### src/verilog/askpr_pkg.sv
// package: constants for the ask shaping power ramp index block
package askpr_pkg;
  localparam int          TABLE_DEPTH    = 8;
  localparam int          INDEX_W        = 3;
  localparam int          LEVEL_W        = 8;
  localparam int          TICKS_PER_SYM  = 8;
  localparam logic [2:0]  INDEX_ZERO     = 3'h0;
  localparam logic [2:0]  LIMIT_RESET    = 3'h0;
  localparam logic [7:0]  LEVEL_RESET    = 8'h00;
  localparam logic [7:0]  ENTRY0_RESET   = 8'hc6;
endpackage : askpr_pkg

### src/verilog/askpr_table.sv
// memory: eight-entry power level table with registered read
`timescale 1ns/1ps
`default_nettype none
module askpr_table
  import askpr_pkg::*;
#(
  parameter int DEPTH = TABLE_DEPTH,
  parameter int AW    = INDEX_W,
  parameter int DW    = LEVEL_W
) (
  input  wire logic          sys_clk,
  input  wire logic          rst,
  input  wire logic          wr_en,
  input  wire logic [AW-1:0] wr_index,
  input  wire logic [DW-1:0] wr_level,
  input  wire logic          sleep_enter,
  input  wire logic [AW-1:0] rd_index,
  output var  logic [DW-1:0] rd_level
);
  initial begin
    if (DEPTH != (1 << AW)) $error("table depth must equal two to the index width");
  end

  logic [DW-1:0] mem [DEPTH];
  logic [DW-1:0] mem_at_index;

  // ----------------------------------------
  // storage
  // ----------------------------------------
  always_ff @(posedge sys_clk or posedge rst) begin
    if (rst) begin
      for (int i = 0; i < DEPTH; i++) begin
        mem[i] <= (i == 0) ? ENTRY0_RESET : LEVEL_RESET;
      end
    end else if (sleep_enter) begin
      // entry 0 survives sleep, others read back cleared
      for (int i = 1; i < DEPTH; i++) begin
        mem[i] <= LEVEL_RESET;
      end
    end else if (wr_en) begin
      mem[wr_index] <= wr_level;
    end
  end

  // ----------------------------------------
  // registered read
  // ----------------------------------------
  always_ff @(posedge sys_clk or posedge rst) begin
    if (rst) begin
      rd_level <= LEVEL_RESET;
    end else begin
      rd_level <= mem[rd_index];
    end
  end

  // observation point for the lookup check in the core
  always_comb begin
    mem_at_index = mem[rd_index];
  end

  a_entry0_kept: assert property (@(posedge sys_clk) disable iff (rst)
    sleep_enter |=> mem[0] == $past(mem[0]))
    else $error("entry 0 changed on sleep");

  a_sleep_clears: assert property (@(posedge sys_clk) disable iff (rst)
    sleep_enter |=> mem[DEPTH-1] == LEVEL_RESET)
    else $error("upper entry kept across sleep");
endmodule : askpr_table
`default_nettype wire

### src/verilog/askpr_core.sv
// top: saturating shaping counter indexing the power level table
`timescale 1ns/1ps
`default_nettype none
module askpr_core
  import askpr_pkg::*;
#(
  parameter int AW = INDEX_W,
  parameter int DW = LEVEL_W
) (
  input  wire logic          sys_clk,
  input  wire logic          rst,
  input  wire logic          tx_active,
  input  wire logic          shape_tick,
  input  wire logic          tx_bit,
  input  wire logic [AW-1:0] power_index_limit,
  input  wire logic          table_wr_en,
  input  wire logic [AW-1:0] table_wr_index,
  input  wire logic [DW-1:0] table_wr_level,
  input  wire logic          sleep_enter,
  output var  logic [DW-1:0] amp_level_code,
  output var  logic [AW-1:0] shape_index
);
  // ----------------------------------------
  // parameter checks
  // ----------------------------------------
  // the index width is fixed by the three-bit limit field
  initial begin
    if (AW != INDEX_W) $error("index width must be three");
    if (DW < 1) $error("level width must be positive");
    if (DW != LEVEL_W) $error("level width must match the reset constants");
  end

  logic [DW-1:0] table_level;
  logic [AW-1:0] next_index;
  logic          tick_taken;
  logic          below_limit;
  logic          at_zero;
  logic          step_up;
  logic          step_down;
  logic          clamp_top;

  // ----------------------------------------
  // step decode
  // ----------------------------------------
  // ticks outside a frame are dropped; the index is parked at zero there
  always_comb begin
    tick_taken  = tx_active && shape_tick;
    below_limit = shape_index < power_index_limit;
    at_zero     = shape_index == INDEX_ZERO;
    step_up     = tick_taken && tx_bit && below_limit;
    step_down   = tick_taken && !tx_bit && !at_zero;
    clamp_top   = tick_taken && tx_bit && !below_limit;
  end

  // ----------------------------------------
  // shaping counter
  // ----------------------------------------
  always_comb begin
    next_index = shape_index;
    if (!tx_active) begin
      next_index = INDEX_ZERO;
    end else if (step_up) begin
      next_index = shape_index + AW'(1);
    end else if (clamp_top) begin
      // also pulls the index down if the limit was lowered mid-frame
      next_index = power_index_limit;
    end else if (step_down) begin
      next_index = shape_index - AW'(1);
    end
  end

  always_ff @(posedge sys_clk or posedge rst) begin
    if (rst) begin
      shape_index <= INDEX_ZERO;
    end else begin
      shape_index <= next_index;
    end
  end

  // ----------------------------------------
  // table lookup
  // ----------------------------------------
  // read and output are both registered: the code lags the index by two
  askpr_table #(
    .DEPTH (1 << AW),
    .AW    (AW),
    .DW    (DW)
  ) u_table (
    .sys_clk     (sys_clk),
    .rst         (rst),
    .wr_en       (table_wr_en),
    .wr_index    (table_wr_index),
    .wr_level    (table_wr_level),
    .sleep_enter (sleep_enter),
    .rd_index    (shape_index),
    .rd_level    (table_level)
  );

  // ----------------------------------------
  // amplifier code register
  // ----------------------------------------
  // a flop here keeps the amplifier setting free of decode glitches
  always_ff @(posedge sys_clk or posedge rst) begin
    if (rst) begin
      amp_level_code <= LEVEL_RESET;
    end else begin
      amp_level_code <= table_level;
    end
  end

  // ----------------------------------------
  // checks
  // ----------------------------------------
  a_count_up: assert property (@(posedge sys_clk) disable iff (rst)
    tx_active && shape_tick && tx_bit && shape_index < power_index_limit ##1 tx_active
      |-> shape_index == $past(shape_index) + 3'h1)
    else $error("counter failed to step up");

  a_count_down: assert property (@(posedge sys_clk) disable iff (rst)
    tx_active && shape_tick && !tx_bit && shape_index != 3'h0 ##1 tx_active
      |-> shape_index == $past(shape_index) - 3'h1)
    else $error("counter failed to step down");

  a_hold_no_tick: assert property (@(posedge sys_clk) disable iff (rst)
    tx_active && !shape_tick ##1 tx_active |-> $stable(shape_index))
    else $error("counter moved without a tick");

  a_sat_top: assert property (@(posedge sys_clk) disable iff (rst)
    tx_active && shape_tick && tx_bit && shape_index == power_index_limit
      |=> shape_index == $past(power_index_limit))
    else $error("counter passed the limit");

  a_sat_zero: assert property (@(posedge sys_clk) disable iff (rst)
    tx_active && shape_tick && !tx_bit && shape_index == 3'h0 |=> shape_index == 3'h0)
    else $error("counter wrapped below zero");

  a_limit_zero: assert property (@(posedge sys_clk) disable iff (rst)
    power_index_limit == 3'h0 && shape_index == 3'h0 |=> shape_index == 3'h0)
    else $error("ramp active with zero limit");

  a_lookup_path: assert property (@(posedge sys_clk) disable iff (rst)
    1'b1
      |=> ##1 amp_level_code == $past(u_table.mem_at_index, 2))
    else $error("amplifier code does not follow index");

  a_start_zero: assert property (@(posedge sys_clk) disable iff (rst)
    !tx_active |=> shape_index == 3'h0)
    else $error("counter not zero outside transmission");

  // ----------------------------------------
  // checks: stepping, saturation and frame start and end
  // ----------------------------------------
  a_index_bound: assert property (@(posedge sys_clk) disable iff (rst)
    tx_active && shape_tick
      |=> shape_index <= $past(power_index_limit) || shape_index < $past(shape_index))
    else $error("counter left above the limit");

  a_clamp_above: assert property (@(posedge sys_clk) disable iff (rst)
    tx_active && shape_tick && tx_bit && shape_index > power_index_limit
      |=> shape_index == $past(power_index_limit))
    else $error("counter not clamped to a lowered limit");

  a_down_never_up: assert property (@(posedge sys_clk) disable iff (rst)
    tx_active && shape_tick && !tx_bit
      |=> shape_index <= $past(shape_index))
    else $error("counter rose on a zero bit");

  a_up_never_down: assert property (@(posedge sys_clk) disable iff (rst)
    tx_active && shape_tick && tx_bit && shape_index <= power_index_limit
      |=> shape_index >= $past(shape_index))
    else $error("counter fell on a one bit");

  a_single_step: assert property (@(posedge sys_clk) disable iff (rst)
    tx_active && shape_tick && shape_index <= power_index_limit
      |=> shape_index == $past(shape_index) || shape_index == $past(shape_index) + 3'h1
        || shape_index == $past(shape_index) - 3'h1)
    else $error("counter moved more than one step per tick");

  a_zero_limit_up: assert property (@(posedge sys_clk) disable iff (rst)
    tx_active && shape_tick && tx_bit && power_index_limit == 3'h0
      |=> shape_index == 3'h0)
    else $error("counter ramped with a zero limit");

  a_zero_limit_down: assert property (@(posedge sys_clk) disable iff (rst)
    tx_active && shape_tick && !tx_bit && power_index_limit == 3'h0 && shape_index == 3'h0
      |=> shape_index == 3'h0)
    else $error("counter left entry 0 with a zero limit");

  a_no_wrap_up: assert property (@(posedge sys_clk) disable iff (rst)
    tx_active && shape_tick && tx_bit
      |=> shape_index != 3'h0 || $past(power_index_limit) == 3'h0)
    else $error("counter wrapped past the top");

  a_no_wrap_down: assert property (@(posedge sys_clk) disable iff (rst)
    tx_active && shape_tick && !tx_bit
      |=> shape_index != 3'h7)
    else $error("counter wrapped past the bottom");

  a_up_from_zero: assert property (@(posedge sys_clk) disable iff (rst)
    tx_active && shape_tick && tx_bit && shape_index == 3'h0 && power_index_limit != 3'h0
      |=> shape_index == 3'h1)
    else $error("counter did not leave zero on a one bit");

  a_down_to_zero: assert property (@(posedge sys_clk) disable iff (rst)
    tx_active && shape_tick && !tx_bit && shape_index == 3'h1
      |=> shape_index == 3'h0)
    else $error("counter did not reach zero on a zero bit");

  a_rise_from_zero: assert property (@(posedge sys_clk) disable iff (rst)
    $rose(tx_active)
      |-> shape_index == 3'h0)
    else $error("transmission began away from zero");

  a_frame_end_zero: assert property (@(posedge sys_clk) disable iff (rst)
    $fell(tx_active)
      |=> shape_index == 3'h0)
    else $error("counter kept its value after the frame");
endmodule : askpr_core
`default_nettype wire

### config.mk
export PLATFORM = sky130hd
export DESIGN_NAME = askpr_core
export DESIGN_NICKNAME = d
export VERILOG_FILES = /design/src/verilog/askpr_pkg.sv /design/src/verilog/askpr_table.sv /design/src/verilog/askpr_core.sv
export SDC_FILE = /design/constraint.sdc
export NUM_CORES = 1
export LEC_CHECK = 0
export BUFFER_PORTS_ARGS = -buffer_cell sky130_fd_sc_hd__buf_4
export CAP_MARGIN = 10
export CORE_UTILIZATION = 35
export CTS_CLUSTER_DIAMETER = 80
export DETAILED_ROUTE_END_ITERATION = 7
export RECOVER_POWER = 25
export SLEW_MARGIN = 30
export SYNTH_ARGS = -nofsm -noshare
export SYNTH_HDL_FRONTEND = slang
export SYNTH_SLANG_ARGS = --single-unit
export TNS_END_PERCENT = 50
### constraint.sdc
create_clock -name sys_clk -period 6.4 [get_ports sys_clk]
set_input_delay 0.64 -clock sys_clk [delete_from_list [all_inputs] [get_ports sys_clk]]
set_output_delay 0.64 -clock sys_clk [all_outputs]
set_load 0.005 [all_outputs]
==> results of run 1 <==
layer usage:
metal	up-vias	GRT usage, %
met3	10	2.58
met5	-	0
met1	1304	22.2
li1	1240	-
met4	0	5.85
met2	53	29.0
final timing paths:
kind | start | slack [ns] | endpoint | depth (start not counted)
worst max-delay path | shape_index[1] | 4.27 | shape_index[1] | 2
max in group asynchronous | rst | 5.37 | u_table.mem[46] | 3
min in group asynchronous | rst | 0.52 | amp_level_code[0] | 3
worst min register to register | u_table.rd_level[5] | 0.35 | amp_level_code[5] | 0
worst max register to register | shape_index[1] | 4.28 | shape_index[1] | 7
worst min-delay path | u_table.rd_level[5] | 0.35 | amp_level_code[5] | 0
where the power goes:
group,internal [mW],switching (mW)
combinational,0.107,0.0975
clock,0.191,0.183
sequential,0.580,0.0316
total,0.878,0.313
critical path: stages, from the launching register on:
cell	delay, ns
dfrtp_1	0.63
buf_4	0.34
buf_4	0.16
per-stage QoR:
stage          setup slack (ns)  cell area (um2)
2_1_floorplan              3.63             3810
3_3_place_gp               4.33             4140
3_5_place_dp               4.31             4140
4_1_cts                    4.23             4330
5_1_grt                    4.13             4330
6_report                   4.27             4330
registers in the layout (all words and copies together) (netlist names):
| signal | cells |
|---|---|
| u_table.mem | 64 |
| u_table.rd_level | 8 |
| shape_index | 3 |
| amp_level_code | 8 |
layout by cell type, fill, tap and decap left out, types with 2 or more instances in the layout:
master	n
o21ai_0	3
dfstp_2	4
mux2i_1	10
a21oi_1	50
mux4_2	16
inv_1	4
nand3_1	3
nor2b_1	4
nand4_1	2
nand2_1	101
buf_4	32
clkinvlp_4	2
mux2_2	16
clkbuf_8	10
and3_1	2
clkbuf_1	2
ha_1	5
nand2b_1	2
dfrtp_1	79
nor2_1	13
area by class of cell:
class	count	area, um2
Fill cell	1040	6130
Multi-Input combinational cell	242	1610
Tap cell	136	170
Clock buffer	12	145
Timing Repair Buffer	34	259
Sequential cell	83	2080
Inverter	5	20.0
Clock inverter	4	50.0
cell families (layout without fill, tap and decap cells):
logic type | count (synthesis) | in the layout | synth area share, %
compound gates | 58 | 58 | 7.97
xor+xnor | 1 | 1 | 0.230
fa+ha+maj | 5 | 5 | 1.64
buf+inv | 28 | 55 | 3.28
flops | 83 | 83 | 54.6
mux | 42 | 42 | 16.8
simple gates | 136 | 136 | 15.5
==> flow_summary.ini, run 1 <==
[outcome]
outcome = completed

[pwr]
total_power_mw = 1.19
power_density_nw_per_um2 = 275
p_leak_nw = 1.83
vdd_drop_max_v = 0.000107

[synth]
yosys.area.top_type = dfrtp_1
yosysSeqAreaShare_pct = 54.6
ys_ff_latch = 83
synthCells = 353
synthesis.nets = 379
synth-async-reset-ratio_pct = 100
synth_ff_type = dfrtp_1
synth_top_area_share_pct = 51.8
netlist_top_cells_count = nand2_1 (101), dfrtp_1 (79), a21oi_1 (50)
yosys_warnings = 0
synthTopCellsByArea = dfrtp_1 (52%), nand2_1 (9.9%), mux4_2 (9.4%)
synthDistinctLibCells = 35
synth_most_common_cell = nand2_1
syn_area_um2 = 3810
synth_area_per_cell_um2 = 10.8
synth-edff-count = 0

[routing]
num_vias = 2607
ant_nets = 0
met3_length_um = 316
remaining_drc_errors = 0
detail_route.iter0.violations = 249
first_pass_iters = 6
dr_wl_met2_um = 4400
post_drt_wl_per_cell_um = 16.7
wl_met1_um = 3800
dr.max_layer_used = met4
totalWireLength_um = 8630
viasPerCell = 5.05

[setup_path]
cp-end-kind = primary output
crit_type = reg -> out
crit_fanout = 12
required_ns = 5.76
start_kind = register
crit_arrival_ns = 1.49

[die]
die_w_um = 106
die_h_um = 106
core_um2 = 10500
num_rows = 37
ios = 32
dieArea_um2 = 11300
initial_utilization_pct = 36.5

[timing]
slew_violations = 0
rsz0062_at_grt = false
hold_ws_ns = 0.351
fin_crit_sh_pct = 33.3
relSlewSlack_pct = 50.2
finClkSkew_ns = 0.00948
fin_crit_ns = 2.13
setup-tns-final_ns = 0
setup_viol = 0
worst_pin_slew_ns = 0.747
clock.fmax_mhz = 470
final-hold-violation-count = 0

[cts]
clk_transition_reported_paths_ns = 0.08
ctsLongestPathBuffers = 2
htree_levels = 3
numCtsBuffers = 9
cts_tree = yes
post_cts_buffers = 0
cts_resized = 0
cts_root_buffer = clkbuf_8
clock-sinks = 83
worstSkewPairLatency_ns = 0.35
ctsHoldBuffers = 0

[flow_run]
drv_cap = 0

[global_route]
grt_pass1_vias = 2741
antenna_found_initial = 0
grt_pass1_wl_um = 14500
grt_max_degree = 84
grt_use_total_pct = 17.1
overflow = 0

[placement]
gp_congestion = 0.768
place_hpwl_um = 5550
io_buffers = 31
dp_cells = 500

[cells_and_area]
utilization_pct = 41.4
syn2layout_area_growth_pct = 13.6
drive_gt1_share_pct = 23.9
fin_nets = 401
final_cells = 516
antenna_cells = 0

[worst_hold_path]
hp-class = reg -> reg
(Power assumes the default switching activity.)
==> run 2: changes to the inputs <==
--- a/config.mk
+++ b/config.mk
@@ -5,6 +5,7 @@
 export SDC_FILE = /design/constraint.sdc
 export NUM_CORES = 1
 export LEC_CHECK = 0
+export ABC_AREA = 1
 export BUFFER_PORTS_ARGS = -buffer_cell sky130_fd_sc_hd__buf_4
 export CAP_MARGIN = 10
 export CORE_UTILIZATION = 35
==> constraint.sdc (replaced) <==
create_clock -name sys_clk -period 2 [get_ports sys_clk]
set_input_delay 0.2 -clock sys_clk [delete_from_list [all_inputs] [get_ports sys_clk]]
set_output_delay 0.2 -clock sys_clk [all_outputs]
set_load 0.005 [all_outputs]
==> run 2 against run 1 <==
Critical path depth is 4 higher. Largest power group unchanged. Highest routed layer unchanged. Synthesized cell count is 32% higher. Critical endpoint is now u_table.mem[4]. Register-to-register slack worse by 3.8 ns. Utilization is 0.056 points lower.
==> flow_summary.ini, run 2 <==
[outcome]
outcome = completed

[cts]
post_cts_buffers = 0
cts_resized = 0
numCtsBuffers = 9
clock-sinks = 83
clk_transition_reported_paths_ns = 0.09
worstSkewPairLatency_ns = 0.35
cts_tree = yes
htree_levels = 3
cts_root_buffer = clkbuf_8
ctsLongestPathBuffers = 2

[setup_path]
max_stage_delay_ns = 1.07
crit_fanout = 9
crit_arrival_ns = 1.87
slowest_stage = nor3_1
crit_path_start = table_wr_index[1]
critPathTopFamily = simple AND/OR/NAND/NOR gates
crit_type = in -> reg
critical_path_buf_inv_count = 2
r2r_slack_ns = 0.44
worstSetupEndpoint = u_table.mem[4]
crit_path_cell_trace = buf_4 -> inv_1 -> nor3_1 -> nand2_4 -> nand3_1 -> nand2_1
start_kind = primary input
required_ns = 2.23
cp-end-kind = register
cp.depth = 6
reg2reg_from = shape_index[1]
rr_worst_depth = 7
timing.rr.end = shape_index[1]

[pwr]
switchingPower_mw = 1.18
sw_frac_of_total_pct = 29.9
clkPwrFrac_pct = 31.3
p_leak_nw = 2.27
pwr-share-comb_pct = 19.6
seqPwrFrac_pct = 49.1
p_int_mw = 2.76
vdd_drop_max_v = 0.000353
total_power_mw = 3.94
power_density_nw_per_um2 = 875

[die]
initial_utilization_pct = 36.0
core_um2 = 10900
num_rows = 38
die_w_um = 108
die_h_um = 108
dieArea_um2 = 11600
ios = 32

[synth]
synthDistinctLibCells = 26
synthesis.nets = 491
synthCells = 465
yosys.area.top_type = dfrtp_1
yosys_warnings = 0
syn_area_um2 = 3920
synth-async-reset-ratio_pct = 100
yosysSeqAreaShare_pct = 53.1
synthTopCellsByArea = dfrtp_1 (50%), nand2_1 (12%), o21ai_0 (7.1%)
ys_ff_latch = 83
synth_most_common_cell = nand2_1
synth_area_per_cell_um2 = 8.44
synth-edff-count = 0
netlist_top_cells_count = nand2_1 (123), dfrtp_1 (79), inv_1 (67)
synth_ff_type = dfrtp_1
synth_top_area_share_pct = 50.4

[placement]
gp_congestion = 0.845
io_buffers = 31
place_hpwl_um = 7020

[timing]
rsz0062_at_grt = false
clock.fmax_mhz = 612
fin_crit_sh_pct = 81.8
worst_pin_slew_ns = 1.35
fin_crit_ns = 1.64
slew_violations = 0
relSlewSlack_pct = 9.21
finClkSkew_ns = 0.0108
setup_viol = 0
setup-tns-final_ns = 0
final-hold-violation-count = 0

[cells_and_area]
syn2layout_area_growth_pct = 14.8
largest_reg_flops = 64
mostFrequentLayoutCells = nand2_1 (123), dfrtp_1 (79), inv_1 (68)
mostFrequentLayoutCell = nand2_1
drive_gt1_share_pct = 14.7
largestRegisters = u_table.mem (64), amp_level_code (8), u_table.rd_level (8)
antenna_cells = 0
fin_nets = 530
regMostFlops = u_table.mem

[routing]
ant_nets = 0
num_vias = 3247
post_drt_wl_per_cell_um = 15.1
first_pass_iters = 4
remaining_drc_errors = 0
totalWireLength_um = 9780
detail_route.iter0.violations = 177
viasPerCell = 5.00

[flow_run]
drv_cap = 0

[global_route]
antenna_found_initial = 0
grt_pass1_wl_um = 16400
grt_pass1_vias = 3250
grt_use_total_pct = 18.8
overflow = 0
grt_max_degree = 38

[worst_hold_path]
hp-class = in -> reg
run 2: cell count changes after synthesis, moves of 7 or more:
cell	delta
a21oi_1	-15
clkbuf_1	-10
inv_1	+62
mux2_2	-16
mux2i_1	-10
mux4_2	-16
nand2_1	+22
nand3_1	+23
nor2_1	-7
o21ai_0	+53
o22ai_1	+24
run 2: timing repair:
item | 4_1_cts | 5_1_grt
hold endpoints to repair | 17 | 0
hold buffers | 1 | 0
endpoints found under the setup margin | 0 | 0
run 2: final cells by class:
cell class | count | area (um2)
inverters | 74 | 282
fillers | 1125 | 6380
well taps | 140 | 175
repair buffers | 43 | 332
flip-flops and latches | 83 | 2080
multi-input cells | 293 | 1430
clock buffers | 11 | 141
clock inverters | 5 | 62.6
run 2: worst min-delay path, delay by kind of cell:
kind / cells / cell delay, ns
buffers and inverters: 2 / 0.15
AOI/OAI and AO/OA: 1 / 0.07
run 2: how the worst min path moves through the flow:
stage | start | end | cells after the start
after CTS | table_wr_level[1] | u_table.mem[57] | 3
final | table_wr_level[1] | u_table.mem[57] | 3
after floorplan | table_wr_level[1] | u_table.mem[57] | 2
after global routing | table_wr_level[1] | u_table.mem[57] | 3
after detailed placement | rst | u_table.rd_level[1] | 2
after global placement | rst | u_table.rd_level[1] | 2
run 2: logic make-up after synthesis:
logic type / Yosys count / synth area share (%)
adders and majority gates: 5 / 1.59
DFF: 83 / 53.1
and+or+nand+nor: 170 / 19.9
AOI/OAI and AO/OA: 118 / 16.3
buffers and inverters: 89 / 9.12
run 2: metal layers:
layer	part of all wire, %	global-route usage [%]	vias to the layer above	routed length, um
li1	-	-	1585	-
met1	46	25.0	1547	4480
met2	47	30.4	100	4560
met3	5.6	4.30	15	550
met4	1.9	5.77	0	182
met5	0	0	-	0
run 2: power groups by stage:
stage,registers (mW),logic (mW),clock network [mW]
floorplan,1.95,0.472,0
CTS,1.94,0.794,1.27
global placement,1.96,0.784,0
global route,1.96,0.875,1.34
detailed placement,1.97,0.791,0
finish,1.94,0.773,1.23
run 2: through the flow:
stage | cells | utilization [%] | instance area [um2] | hold WS, ns | worst slack, ns
floorplan | 465 | - | 3930 | 0.309 | 0.427
global placement | 632 | 40.0 | 4350 | 0.246 | 0.486
global route | 649 | 41.4 | 4500 | 0.0497 | 0.197
CTS | 649 | 41.9 | 4570 | 0.0579 | 0.429
detailed placement | 632 | 40.0 | 4350 | 0.246 | 0.432
finish | 649 | 41.4 | 4500 | 0.0701 | 0.365
